--- config.mk ---
export PLATFORM = sky130hd
export DESIGN_NAME = fifo_sync_reset_depth_latency
export DESIGN_NICKNAME = d
export VERILOG_FILES = /design/src/common/fifo_cfg_pkg.sv /design/src/verilog/fifo_sync_reset_depth_latency.sv /design/src/verilog/skid_buffer2.sv
export SDC_FILE = /design/constraint.sdc
export NUM_CORES = 1
export LEC_CHECK = 0
export BUFFER_PORTS_ARGS = -buffer_cell sky130_fd_sc_hd__buf_2
export CORE_MARGIN = 2
export CORE_UTILIZATION = 40
export CTS_CLUSTER_SIZE = 40
export DETAILED_ROUTE_END_ITERATION = 7
export MAX_ROUTING_LAYER = met4
export PLACE_DENSITY_LB_ADDON = 0.12
export SLEW_MARGIN = 15
export SYNTH_ARGS = -nofsm -noshare
export SYNTH_HDL_FRONTEND = slang
export SYNTH_SLANG_ARGS = --single-unit
--- constraint.sdc ---
create_clock -name clk -period 2.8 [get_ports clk]
set_input_delay 0.56 -clock clk [delete_from_list [all_inputs] [get_ports clk]]
set_output_delay 0.56 -clock clk [all_outputs]
set_load 0.05 [all_outputs]
--- src/common/fifo_cfg_pkg.sv ---
// Constants, carriers and depth arithmetic shared by the FIFO design files
package fifo_cfg_pkg;

  // Default configuration
  localparam int WIDTH_DEF = 8;
  localparam int WR_DEPTH_DEF = 16;
  localparam int RD_DEPTH_DEF = 16;
  localparam int PRIM_DEPTH_MIN = 512;
  localparam int PROG_FULL_DEF = 12;
  localparam int PROG_EMPTY_DEF = 2;
  localparam int SKID_DEPTH = 2;

  // Values held during reset and at power-up
  localparam logic FULL_RST = 1'b0;
  localparam logic NEARLY_FULL_RST = 1'b0;
  localparam logic PROG_FULL_RST = 1'b0;
  localparam logic PROG_EMPTY_RST = 1'b0;
  localparam logic EMPTY_RST = 1'b1;
  localparam logic NEARLY_EMPTY_RST = 1'b1;
  localparam logic HANDSHAKE_RST = 1'b0;
  localparam logic EVENT_RST = 1'b0;

  // Flag latencies in clock edges after the operation's edge
  localparam int LAT_FLAG = 0;
  localparam int LAT_PROG = 1;

  // Memory implementation kinds
  typedef enum logic [1:0] {
    MEM_BLOCK = 2'b00,
    MEM_DIST = 2'b01,
    MEM_SHIFT = 2'b10,
    MEM_BUILTIN = 2'b11
  } mem_kind_t;

  // Write-side status carrier
  typedef struct packed {
    logic full;
    logic nearly_full;
    logic prog_full;
    logic wr_ack;
    logic overflow;
  } wr_status_t;

  // Read-side status carrier
  typedef struct packed {
    logic empty;
    logic nearly_empty;
    logic prog_empty;
    logic valid;
    logic underflow;
  } rd_status_t;

  // Error tag stored beside each word
  typedef struct packed {
    logic sbit;
    logic dbit;
  } ecc_tag_t;

  // Read depth after the width-ratio restriction
  function automatic int eff_rd_depth(int wr_d, int rd_d, mem_kind_t kind);
    eff_rd_depth = (kind == MEM_BLOCK) ? rd_d : wr_d;
  endfunction

  // Usable write depth for a configuration
  function automatic int usable_wr_depth(int wr_d, int rd_d, bit indep, bit look,
                                         mem_kind_t kind, int prim_d);
    int n;
    n = (wr_d + prim_d - 1) / prim_d;
    if (kind == MEM_BUILTIN)
      usable_wr_depth = look ? (prim_d + 1) * n : (prim_d + 1) * (n - 1) + prim_d;
    else if (!indep)
      usable_wr_depth = look ? wr_d + 2 : wr_d;
    else
      usable_wr_depth = look ? (wr_d - 1) + 2 * (wr_d / rd_d) : wr_d - 1;
  endfunction

  // Usable read depth for a configuration
  function automatic int usable_rd_depth(int rd_d, bit indep, bit look);
    if (!indep)
      usable_rd_depth = look ? rd_d + 2 : rd_d;
    else
      usable_rd_depth = look ? rd_d + 1 : rd_d - 1;
  endfunction

endpackage

--- src/verilog/fifo_sync_reset_depth_latency.sv ---
// Memory FIFO with per-side synchronous resets, depth arithmetic and zero-latency flags
//
// Summary of operation
// - Each side's reset clears that side's counters and outputs on its own edge.
// - Lookahead error indications may stay high until the first valid read.
// - One clock cycle of synchronous reset fully resets the FIFO.
// - Reads and writes are accepted on the cycle right after reset release.
// - Read word shows configured reset value, else zero, in reset and power-up.
// - Underflow asserts when read enable arrives while empty.
// - Overflow asserts when write enable arrives while full.
// - Reset: full, nearly-full, prog flags zero; empty, nearly-empty one; counts zero.
// - Reset: read-valid and write-acknowledge inactive at their configured polarity.
// - Common-clock lookahead FIFO gives two extra usable entries.
// - Independent-clock standard FIFO gives one entry less than configured.
// - Independent lookahead: write depth minus one plus twice ratio; read plus one.
// - Unequal port depths exist only in block memory implementations.
// - Cascaded primitive depth formulas, primitive depth at least 512.
// - Latency zero means the flag changes on the operation's own edge.
// - Write updates full, nearly-full, ack, overflow at once; prog full one later.
// - Read updates empty, nearly-empty, valid, underflow, count at once; prog empty later.
// - Read updates full flags at once, prog full later, never ack or overflow.
// - Write updates empty flags and count at once, never underflow; it sets valid only in lookahead mode.
// - Common-clock reset clears counters, outputs and memory without synchronisers.
`timescale 1ns/100ps
`default_nettype none

module fifo_sync_reset_depth_latency #(
  parameter int WIDTH = fifo_cfg_pkg::WIDTH_DEF,
  parameter int WR_DEPTH = fifo_cfg_pkg::WR_DEPTH_DEF,
  parameter int RD_DEPTH = fifo_cfg_pkg::RD_DEPTH_DEF,
  parameter bit INDEP_CLK = 1'b0,
  parameter bit LOOKAHEAD = 1'b0,
  parameter fifo_cfg_pkg::mem_kind_t MEM_KIND = fifo_cfg_pkg::MEM_BLOCK,
  parameter int PRIM_DEPTH = fifo_cfg_pkg::PRIM_DEPTH_MIN,
  parameter logic [WIDTH-1:0] DOUT_RST = '0,
  parameter bit VALID_LOW = 1'b0,
  parameter bit ACK_LOW = 1'b0,
  parameter int PROG_FULL_TH = fifo_cfg_pkg::PROG_FULL_DEF,
  parameter int PROG_EMPTY_TH = fifo_cfg_pkg::PROG_EMPTY_DEF,
  // Derived sizes
  parameter int DEPTH = fifo_cfg_pkg::usable_wr_depth(WR_DEPTH,
    fifo_cfg_pkg::eff_rd_depth(WR_DEPTH, RD_DEPTH, MEM_KIND), INDEP_CLK, LOOKAHEAD,
    MEM_KIND, (PRIM_DEPTH < fifo_cfg_pkg::PRIM_DEPTH_MIN) ? fifo_cfg_pkg::PRIM_DEPTH_MIN
    : PRIM_DEPTH),
  parameter int RDEPTH = fifo_cfg_pkg::usable_rd_depth(
    fifo_cfg_pkg::eff_rd_depth(WR_DEPTH, RD_DEPTH, MEM_KIND), INDEP_CLK, LOOKAHEAD),
  parameter int CW = $clog2(DEPTH + 1),
  parameter int AW = (DEPTH > 1) ? $clog2(DEPTH) : 1
) (
  input wire logic clk,
  input wire logic rst_b,
  input wire logic wr_rst,
  input wire logic rd_rst,
  input wire logic wr_en,
  input wire logic [WIDTH-1:0] din,
  input wire logic wr_sbit_inj,
  input wire logic wr_dbit_inj,
  input wire logic rd_en,
  output logic [WIDTH-1:0] dout,
  output logic full,
  output logic nearly_full,
  output logic prog_full,
  output logic wr_ack,
  output logic overflow,
  output logic empty,
  output logic nearly_empty,
  output logic prog_empty,
  output logic valid,
  output logic underflow,
  output logic sbit_err,
  output logic dbit_err,
  output logic [CW-1:0] wr_data_count,
  output logic [CW-1:0] rd_data_count,
  output logic [31:0] usable_wr_depth,
  output logic [31:0] usable_rd_depth,
  output logic stream_valid,
  input wire logic stream_ready,
  output logic [WIDTH-1:0] stream_data
);

  // Pointer step that wraps at a depth that need not be a power of two
  function automatic logic [AW-1:0] ptr_inc(logic [AW-1:0] p);
    ptr_inc = (p == AW'(DEPTH - 1)) ? '0 : p + AW'(1);
  endfunction

  logic [WIDTH-1:0] mem [DEPTH];
  fifo_cfg_pkg::ecc_tag_t tag_mem [DEPTH];
  logic [AW-1:0] wp_reg, wp_next, rp_reg, rp_next;
  logic [CW-1:0] cnt_reg, cnt_next;
  fifo_cfg_pkg::wr_status_t ws_reg, ws_next;
  fifo_cfg_pkg::rd_status_t rs_reg, rs_next;
  logic [WIDTH-1:0] dout_reg, dout_next;
  fifo_cfg_pkg::ecc_tag_t err_reg, err_next;
  logic wr_go, rd_go, any_rst, buf_ready, buf_push;
  logic [1:0] buf_level;
  logic room;

  // Reported usable depths
  assign usable_wr_depth = 32'(DEPTH);
  assign usable_rd_depth = 32'(RDEPTH);

  // Outputs straight from flops; polarity constants fold in
  assign dout = dout_reg;
  assign full = ws_reg.full;
  assign nearly_full = ws_reg.nearly_full;
  assign prog_full = ws_reg.prog_full;
  assign wr_ack = ws_reg.wr_ack ^ ACK_LOW;
  assign overflow = ws_reg.overflow;
  assign empty = rs_reg.empty;
  assign nearly_empty = rs_reg.nearly_empty;
  assign prog_empty = rs_reg.prog_empty;
  assign valid = rs_reg.valid ^ VALID_LOW;
  assign underflow = rs_reg.underflow;
  assign sbit_err = err_reg.sbit;
  assign dbit_err = err_reg.dbit;
  assign wr_data_count = cnt_reg;
  assign rd_data_count = cnt_reg;

  // Room in the output buffer, counting a standard-mode word still in flight
  assign room = LOOKAHEAD ? buf_ready :
    ((buf_level == 2'h0) || ((buf_level == 2'h1) && !rs_reg.valid));
  assign any_rst = wr_rst | rd_rst;

  // Accepted operations; nothing waits after reset release
  assign wr_go = wr_en & ~ws_reg.full & ~wr_rst;
  assign rd_go = rd_en & ~rs_reg.empty & room & ~rd_rst;
  assign buf_push = LOOKAHEAD ? rd_go : rs_reg.valid;

  // Pointers and occupancy
  always_comb
  begin
    wp_next = wr_go ? ptr_inc(wp_reg) : wp_reg;
    rp_next = rd_go ? ptr_inc(rp_reg) : rp_reg;
    cnt_next = cnt_reg + CW'(wr_go) - CW'(rd_go);
    if (wr_rst)
      wp_next = '0;
    if (rd_rst)
      rp_next = '0;
    if (any_rst)
      cnt_next = '0;
  end

  // Write-side flags
  always_comb
  begin
    ws_next.full = (cnt_next == CW'(DEPTH));
    ws_next.nearly_full = (cnt_next >= CW'(DEPTH - 1));
    ws_next.prog_full = (cnt_reg >= CW'(PROG_FULL_TH));
    ws_next.wr_ack = wr_go;
    ws_next.overflow = wr_en & ws_reg.full;
    if (wr_rst)
    begin
      ws_next.full = fifo_cfg_pkg::FULL_RST;
      ws_next.nearly_full = fifo_cfg_pkg::NEARLY_FULL_RST;
      ws_next.prog_full = fifo_cfg_pkg::PROG_FULL_RST;
      ws_next.wr_ack = fifo_cfg_pkg::HANDSHAKE_RST;
      ws_next.overflow = fifo_cfg_pkg::EVENT_RST;
    end
  end

  // Read-side flags, read word and error tags
  always_comb
  begin
    rs_next.empty = (cnt_next == '0);
    rs_next.nearly_empty = (cnt_next <= CW'(1));
    rs_next.prog_empty = (cnt_reg <= CW'(PROG_EMPTY_TH));
    rs_next.underflow = rd_en & rs_reg.empty;
    dout_next = dout_reg;
    err_next = err_reg;
    if (LOOKAHEAD)
    begin
      // Head word is shown before it is taken; a head being written now bypasses memory
      rs_next.valid = (cnt_next != '0);
      if (wr_go && (rp_next == wp_reg))
      begin
        dout_next = din;
        err_next = '{sbit: wr_sbit_inj, dbit: wr_dbit_inj};
      end
      else if (cnt_next != '0)
      begin
        dout_next = mem[rp_next];
        err_next = tag_mem[rp_next];
      end
    end
    else
    begin
      rs_next.valid = rd_go;
      if (rd_go)
      begin
        dout_next = mem[rp_reg];
        err_next = tag_mem[rp_reg];
      end
    end
    if (rd_rst)
    begin
      rs_next.empty = fifo_cfg_pkg::EMPTY_RST;
      rs_next.nearly_empty = fifo_cfg_pkg::NEARLY_EMPTY_RST;
      rs_next.prog_empty = fifo_cfg_pkg::PROG_EMPTY_RST;
      rs_next.valid = fifo_cfg_pkg::HANDSHAKE_RST;
      rs_next.underflow = fifo_cfg_pkg::EVENT_RST;
      dout_next = DOUT_RST;
      err_next = '0;
    end
  end

  // Flag and pointer registers; power-up equals reset state
  always_ff @(posedge clk or negedge rst_b)
  begin
    if (!rst_b)
    begin
      wp_reg <= '0;
      rp_reg <= '0;
      cnt_reg <= '0;
      ws_reg <= '{full: fifo_cfg_pkg::FULL_RST, nearly_full: fifo_cfg_pkg::NEARLY_FULL_RST,
                 prog_full: fifo_cfg_pkg::PROG_FULL_RST, wr_ack: fifo_cfg_pkg::HANDSHAKE_RST,
                 overflow: fifo_cfg_pkg::EVENT_RST};
      rs_reg <= '{empty: fifo_cfg_pkg::EMPTY_RST, nearly_empty: fifo_cfg_pkg::NEARLY_EMPTY_RST,
                 prog_empty: fifo_cfg_pkg::PROG_EMPTY_RST, valid: fifo_cfg_pkg::HANDSHAKE_RST,
                 underflow: fifo_cfg_pkg::EVENT_RST};
      dout_reg <= DOUT_RST;
      err_reg <= '0;
    end
    else
    begin
      wp_reg <= wp_next;
      rp_reg <= rp_next;
      cnt_reg <= cnt_next;
      ws_reg <= ws_next;
      rs_reg <= rs_next;
      dout_reg <= dout_next;
      err_reg <= err_next;
    end
  end

  // Storage; a common-clock reset also wipes the contents
  always_ff @(posedge clk or negedge rst_b)
  begin
    if (!rst_b)
    begin
      mem <= '{default: '0};
      tag_mem <= '{default: '0};
    end
    else if (!INDEP_CLK && any_rst)
    begin
      mem <= '{default: '0};
      tag_mem <= '{default: '0};
    end
    else if (wr_go)
    begin
      mem[wp_reg] <= din;
      tag_mem[wp_reg] <= '{sbit: wr_sbit_inj, dbit: wr_dbit_inj};
    end
  end

  // Output stream buffer; a full buffer holds back reads
  skid_buffer2 #(
    .W(WIDTH)
  ) u_skid (
    .clk(clk),
    .rst_b(rst_b),
    .clr(rd_rst),
    .in_valid(buf_push),
    .in_ready(buf_ready),
    .in_data(dout_reg),
    .out_valid(stream_valid),
    .out_ready(stream_ready),
    .out_data(stream_data),
    .level(buf_level)
  );

endmodule
`default_nettype wire

--- src/verilog/skid_buffer2.sv ---
// Two-entry valid/ready buffer on the read word path
`timescale 1ns/100ps
`default_nettype none

module skid_buffer2 #(
  parameter int W = 8
) (
  input wire logic clk,
  input wire logic rst_b,
  input wire logic clr,
  input wire logic in_valid,
  output logic in_ready,
  input wire logic [W-1:0] in_data,
  output logic out_valid,
  input wire logic out_ready,
  output logic [W-1:0] out_data,
  output logic [1:0] level
);

  logic [W-1:0] slot_reg [fifo_cfg_pkg::SKID_DEPTH];
  logic [W-1:0] slot_next [fifo_cfg_pkg::SKID_DEPTH];
  logic wp_reg, wp_next, rp_reg, rp_next;
  logic [1:0] level_reg, level_next;
  logic push, pop;

  // Handshakes and occupancy
  assign in_ready = (level_reg != 2'(fifo_cfg_pkg::SKID_DEPTH));
  assign out_valid = (level_reg != 2'h0);
  assign out_data = slot_reg[rp_reg];
  assign level = level_reg;
  assign push = in_valid & in_ready;
  assign pop = out_valid & out_ready;

  // Next pointers, level and slots
  always_comb
  begin
    slot_next = slot_reg;
    wp_next = wp_reg;
    rp_next = rp_reg;
    level_next = level_reg;
    if (clr)
    begin
      wp_next = 1'b0;
      rp_next = 1'b0;
      level_next = 2'h0;
    end
    else
    begin
      if (push)
      begin
        slot_next[wp_reg] = in_data;
        wp_next = ~wp_reg;
      end
      if (pop)
        rp_next = ~rp_reg;
      level_next = level_reg + 2'(push) - 2'(pop);
    end
  end

  // State registers
  always_ff @(posedge clk or negedge rst_b)
  begin
    if (!rst_b)
    begin
      slot_reg <= '{default: '0};
      wp_reg <= 1'b0;
      rp_reg <= 1'b0;
      level_reg <= 2'h0;
    end
    else
    begin
      slot_reg <= slot_next;
      wp_reg <= wp_next;
      rp_reg <= rp_next;
      level_reg <= level_next;
    end
  end

endmodule
`default_nettype wire
# == Word-level counts from Yosys, hierarchy flattened ==
# Cells that the tools add are included.
# Widths: inputs -> output; s select.
# totals
regBits,213
input_bits,17
out_inout_bits,103
elab_cells,164
# op_classes
n_addsub,6
n_lt_le_gt_ge,10
n_eq_ne,5
n_mux,40
bitwise,20
reduce_logical,14
# op_table
operator,n
$mux 128,2
$bwmux 128,1
$mux 8,9
$mux 32,2
$bmux 8 s4,1
$bwmux 32,1
$demux 8 s4,1
$mux 4,6
$bwmux 16,1
$mux 5,3
$mux 2,6
$reduce_bool 2->1,6
$ge 5x4->1 const B,2
$ge 5x5->1 const B,2
$not 4->5,2
$and 1x1->1,9
$add 4x1->4 const B,2
$bmux 2 s4,1
$demux 2 s4,1
$demux 8 s1,1
$eq 4x4->1 const B,2
$not 1->1,6
$add 5x1->5,1
$eq 5x5->1 const B,1
other kinds (19),26

# == Depth between registers and ports, before layout ==
# Gate-level depths: netlist (run 1).
# logic_depth
word_depth,9
ltp_mapped,12
depth_no_buf,11

# == Cells and area by module ==
# From an unflattened synthesis (run 1), not the netlist that was laid out.
# unflattened
hier_cells,1108
area_unflattened_um2,10944.2
# modules_own_cells
module,n_inst,cells_each,area_each_um2,seq_area_each_um2
fifo_sync_reset_depth_latency,1,1043,10013.4,4832.1
skid_buffer2,1,65,930.9,500.5

# == Least setup slack after synthesis (run 1) ==
# No wires, ideal clock.
# synth_timing
path_type,register to register
start,register ws_reg (netlist bit full)
end,register rs_reg (netlist bit empty)
setup_ns,0.062
arrival_time_ns,2.818
required_ns,2.738
setup_slack_ns,-0.080
stages_incl_launch_ff,13
path_buffers,2
synth_period_minus_slack_ns,2.880
path_cell_list,dfrtp_1 nor2b_1 buf_2 buf_2 nand2b_1 ha_1 inv_1 ha_1 fa_1 a21o_1 a21oi_1 xnor2_1 a41o_1
# synth_lines
element,line_no,rtl
start: declaration,fifo_sync_reset_depth_latency.sv:90,"fifo_cfg_pkg::wr_status_t ws_reg, ws_next;"
start signal: assignment,fifo_sync_reset_depth_latency.sv:214,"ws_reg <= '{full: fifo_cfg_pkg::FULL_RST, nearly_full: fifo_cfg_pkg::NEARLY_FULL_RST,"
start signal: assignment,fifo_sync_reset_depth_latency.sv:228,ws_reg <= ws_next;
end signal: assignment,fifo_sync_reset_depth_latency.sv:217,"rs_reg <= '{empty: fifo_cfg_pkg::EMPTY_RST, nearly_empty: fifo_cfg_pkg::NEARLY_EMPTY_RST,"
end signal: assignment,fifo_sync_reset_depth_latency.sv:229,rs_reg <= rs_next;
end: declaration,fifo_sync_reset_depth_latency.sv:91,"fifo_cfg_pkg::rd_status_t rs_reg, rs_next;"

==> impl_metrics.ini, run 1 <==
[synthesis]
ys_warn_count = 0
synth_area_per_cell_um2 = 10.9
post_synth_instance_area_um2 = 10800
number_of_synthesized_flops_with_an_enable_pin = 0
postSynth.asyncResetShare = 1.00
postSynthRegisterBits = 213
most_area_consuming_cells_after_synthesis = dfrtp_1, mux2i_1, mux4_2, nand2_1, buf_4
ys.flop_type = dfrtp_1
top_area_cell_type_share_of_the_netlist_area = 0.488
synthCells = 993
yosys.area.top_type = dfrtp_1
ys_seq_area_frac = 0.493
most_frequent_cell_after_synthesis = dfrtp_1
synth.distinct_cells = 50
ys_top_cells_by_count = dfrtp_1, nand2_1, a21oi_1

[cells_and_area]
drive_above_1_share = 0.179
final_util = 0.449
finish.instance_area_um2 = 12000
number_of_flip_flops_in_the_largest_register = 128
layout.nets = 1066
area_growth_syn_to_layout_pct = 10.8
antennaDiodeCount = 0

[detailed_routing]
avg_vias_per_cell = 5.19
remaining_antenna_violation_count_after_routing = 0
routed_wirelength_normalized_by_instance_count_um = 19.9
top_layer = met4
drt_first_pass_iters = 5
drc_errors = 0
route.layer.met1.wl_um = 13100
drt_first_iter_violations = 524
vias = 7209
routed_wl_um = 27700
route.met2.wl_um = 12900
routed-wl-met3_um = 1160

[worst_setup_path]
worstSetupEndpointType = flop
worst-setup-path-type = flop to flop
reg2reg_setup_slack_ps = 190
critical_path_peak_fanout = 5
length_in_cells_of_the_worst_reg_to_reg_path = 11
worstPathArrival_ps = 3070
required_time_of_the_critical_path_ps = 3250
largest_stage_delay_on_the_critical_path_ps = 550
worstSetupStartpointType = flop
worst_path_max_delay_cell = dfstp_2
cp_cell_sequence = a211oi_2 > nand3b_1 > inv_1 > ha_1 > inv_1 > ha_1 > fa_1 > a21o_1 > a21oi_1 > xnor2_2 > a41o_1

[placement]
buffer_ports.inserted = 55
dp_hpwl_um = 17600
routability_congestion_estimate_from_global_placement = 0.835
dpl-instance-area_um2 = 11200

[run_status]
outcome = finished with violations
violations = hold timing

[cts]
post-cts-setup-buffer-count = 0
cts_buffers = 25
htree_levels = 1
max-clock-path-buffers = 3
clock_latency_ps = 520
clock-sinks = 213
path_clk_slew_ps = 60
tritoncts = done
cts_root_buf = clkbuf_16

[timing]
fin_skew_ps = 7.20
period_share = 0.934
setup_violations = 0
finalMaxSlewViolations = 0
tightestPinTransition_ps = 758
timing.final.crit_period_ps = 2610
fin_worst_hold_slack_ps = -9.31
max_clock_freq_ghz = 0.382
hold_violations = 1
relSlewSlack = 0.494

[floorplanning]
initial_core_util = 0.405
fp.dieW_um = 168
design.die.area_um2 = 28400
row_count = 60
ioPinCount = 120
core-area_um2 = 26700
chipHeight_um = 168

[power_and_ir_drop]
power_leakage_uw = 0.00526
max-vdd-ir-drop_uv = 281
power_density_nw_per_um2 = 611

[min_path]
hold_class = primary input to asynchronous set/reset pin

[grt]
grt_usage = 0.205
gr-total-overflow = 0
antenna_found_initial = 0
grt_pass1_vias = 7195
grt_max_degree = 81
wire_length_of_the_first_global_routing_pass_um = 43900

[job]
maxCapViolations = 0
## kinds of logic after synthesis
logic type / after synthesis / share of synthesized area
AOI/OAI and AO/OA: 135 / 0.0703
xor gates and xnor gates: 10 / 0.00809
adders and majority gates: 17 / 0.0204
buffers and inverters: 142 / 0.0800
DFF: 213 / 0.493
muxes: 150 / 0.189
other: 2 / 0.000694
and+or+nand+nor: 324 / 0.139
## path summary, 6_finish.rpt
check / from / to
worst max register to register: empty / empty
worst min register to register: u_skid.slot_reg[13] / u_skid.slot_reg[13]
min in group clk: wr_en / overflow
max in group asynchronous: rst_b / tag_mem[20]
worst max-delay path: empty / empty
worst min-delay path: rst_b / prog_full
## timing repair
action,in CTS,in global routing
setup endpoints to repair,0,1
hold buffers,0,0
resized for setup,0,1
hold endpoints to repair,0,0
## metrics by stage
stage	TNS, ps	power, uW	hold WS (ps)	cells	setup slack (ps)
3_5_place_dp	0	4260	471	1346	62.1
2_1_floorplan	0	4060	264	1055	20.3
5_1_grt	-15.3	7640	44.7	1389	-15.3
6_report	0	7330	-9.31	1389	185
3_3_place_gp	0	4260	467	1346	89.8
4_1_cts	0	7420	21.7	1389	169
## routing by layer
metal	up-vias	global-route usage
met1	3642	0.297
met3	37	0.0227
li1	3332	-
met5	-	-
met2	198	0.318
met4	0	0.0386
## worst max-delay path: cells and delay by family, from the launching register on
| kind | cells | cell delay, ps |
|---|---|---|
| DFF | 1 | 550 |
| xor gates and xnor gates | 1 | 180 |
| adders and majority gates | 3 | 890 |
| AOI/OAI and AO/OA | 4 | 690 |
| buffers and inverters | 2 | 140 |
| and+or+nand+nor | 1 | 120 |
## power breakdown
part / leakage [uW] / total [uW] / switching (uW) / internal [uW]
Sequential: 0.00295 / 3210 / 73.6 / 3140
Combinational: 0.00191 / 988 / 747 / 242
Clock: 0.000391 / 3130 / 1280 / 1850
Total: 0.00526 / 7330 / 2100 / 5230
## layout make-up
class	instances	area, um^2
tap	341	427
fill	2585	14700
sequential	213	5340
multi-input combinational	700	4860
clock inverter	8	65.1
clock buffer	35	713
timing repair buffer	74	515
inverter	18	67.6
## cell usage in the layout, fill, tap and decap left out, drive strengths merged, types with 4 or more instances in the layout
| cell | instances |
|---|---|
| clkinv | 8 |
| dfrtp | 211 |
| a22o | 7 |
| nor2b | 4 |
| a21oi | 100 |
| nor3 | 10 |
| conb | 64 |
| mux2 | 24 |
| buf | 74 |
| clkbuf | 35 |
| ha | 16 |
| a22oi | 7 |
| nand2 | 175 |
| nand4 | 6 |
| inv | 17 |
| mux4 | 40 |
| nand3 | 6 |
| nor2 | 111 |
| mux2i | 86 |
| xor2 | 4 |
| o22ai | 11 |
| and2 | 5 |
| xnor2 | 6 |
Power figures use the tool's default switching activity.
==> run 2, diff against run 1 <==
BUFFER_PORTS_ARGS = -buffer_cell sky130_fd_sc_hd__buf_4   (was -buffer_cell sky130_fd_sc_hd__buf_2)
==> impl_metrics.ini, run 2 (synthesis gave the netlist of run 1 again) <==
[grt]
wire_length_of_the_first_global_routing_pass_um = 43500
grt_max_degree = 81
grt_usage = 0.204
grt_pass1_vias = 7125
gr-total-overflow = 0
antenna_found_initial = 0

[cts]
cts_buffers = 25
clock-sinks = 213
path_clk_slew_ps = 60
htree_levels = 1
max-clock-path-buffers = 3
hold_buffer_count_at_cts = 0
post-cts-setup-buffer-count = 0
clock_latency_ps = 530
tritoncts = done
cts-resized-gates = 0
cts_root_buf = clkbuf_16

[timing]
tightestPinTransition_ps = 754
finalMaxSlewViolations = 0
fin_worst_hold_slack_ps = -0.308
fin_skew_ps = 17.2
hold_violations = 1
setup_violations = 0
grt_setup_unrepaired = no
period_share = 0.920
relSlewSlack = 0.497
max_clock_freq_ghz = 0.388
fin_ws_ps = 224
fin_tns_setup_ps = 0
timing.final.crit_period_ps = 2580

[placement]
dp_hpwl_um = 17300
dp_slack_ps = 70.6
buffer_ports.inserted = 55
routability_congestion_estimate_from_global_placement = 0.823
post-place-cells = 1344
dpl-instance-area_um2 = 11300

[floorplanning]
ioPinCount = 120
core-area_um2 = 26700
chipHeight_um = 168
design.die.area_um2 = 28400
fp.dieW_um = 168
initial_core_util = 0.405
row_count = 60

[worst_setup_path]
cp_cell_sequence = a211oi_2 > nand3b_1 > inv_1 > ha_1 > inv_1 > ha_1 > fa_1 > a21o_1 > a21oi_1 > xnor2_1 > a41o_1
worstSetupStartpointType = flop
worstPathArrival_ps = 3030
critical_path_peak_fanout = 5
worst_path_max_delay_cell = dfstp_2
required_time_of_the_critical_path_ps = 3250
worstSetupEndpointType = flop
worst_path_dominant_cell_family = adder cells
worst-setup-path-type = flop to flop
largest_stage_delay_on_the_critical_path_ps = 540
crit_buf_inv = 2

[run_status]
outcome = finished with violations
violations = hold timing

[detailed_routing]
drc_errors = 0
routed_wl_um = 27700
drt_first_pass_iters = 5
vias = 7093
routed_wirelength_normalized_by_instance_count_um = 20.0
avg_vias_per_cell = 5.11
drt_first_iter_violations = 524
remaining_antenna_violation_count_after_routing = 0

[cells_and_area]
layout.nets = 1064
finish.cell_count_without_fillers = 1389
multi_input_area_um2 = 4860
layout_commonest_cell = dfrtp_1
mostFrequentLayoutCells = dfrtp_1, nand2_1, a21oi_1
seq_cell_area_um2 = 5340
number_of_flip_flops_in_the_largest_register = 128
antennaDiodeCount = 0
drive_above_1_share = 0.177
n_fill_cell = 2570
finish.instance_area_um2 = 12100
area_growth_syn_to_layout_pct = 12.3

[power_and_ir_drop]
power_density_nw_per_um2 = 618
power.total_uw = 7500
max-vdd-ir-drop_uv = 404
power_leakage_uw = 0.00527

[job]
maxCapViolations = 0

[min_path]
hold_class = primary input to asynchronous set/reset pin
[run 2: cell types whose count changed in the layout (fill, tap and decap cells not counted), moves of 2 or more]
cell	delta
buf_2	-54
buf_4	+51
bufinv_16	+2
clkinvlp_4	+2
clkbuf_1	+2
clkbuf_8	-2
[run 2: area by class of cell]
class | count | area share
well taps | 341 | 0.0351
multi-input cells | 700 | 0.400
clock buffers | 34 | 0.0559
repair buffers | 72 | 0.0532
clock inverters | 11 | 0.0111
flip-flops and latches | 213 | 0.439
inverters | 18 | 0.00556
[run 2: worst reg2reg max path, stage by stage (launching register included)]
cell and delay, ps:
dfstp_2 540, a211oi_2 60, nand3b_1 110, inv_1 60, ha_1 270, inv_1 40, ha_1 190, fa_1 400
a21o_1 170, a21oi_1 160, xnor2_1 240, a41o_1 260
[run 2: power by group]
part	total, uW	internal [uW]	switching (uW)
registers	3210	3140	72.6
logic	1020	269	750
clock network	3280	1970	1300
total	7500	5380	2130
[run 2: final timing paths]
check,startpoint,end,slack (ps),depth (start not counted)
max,empty,empty,220,11
max reg2reg,empty,empty,220,11
min,rst_b,prog_full,-0.3,1
min in group clk,wr_en,overflow,270,3
min reg2reg,u_skid.slot_reg[13],u_skid.slot_reg[13],480,1
max in group asynchronous,rst_b,tag_mem[23],2030,2
[run 2: per-layer routing]
| layer | routed length, um | track usage | vias to the layer above |
|---|---|---|---|
| met2 | 13000 | 0.320 | 156 |
| met3 | 1070 | 0.0255 | 40 |
| li1 | - | - | 3344 |
| met4 | 673 | 0.0484 | 0 |
| met5 | 0 | - | - |
| met1 | 13000 | 0.285 | 3553 |
[run 2: metrics by stage]
| step | util | hold slack, ps |
|---|---|---|
| global route | 0.455 | 28.6 |
| global placement | 0.424 | 467 |
| finish | 0.455 | -0.308 |
| floorplan | - | 264 |
| CTS | 0.455 | 15.8 |
| detailed placement | 0.424 | 473 |
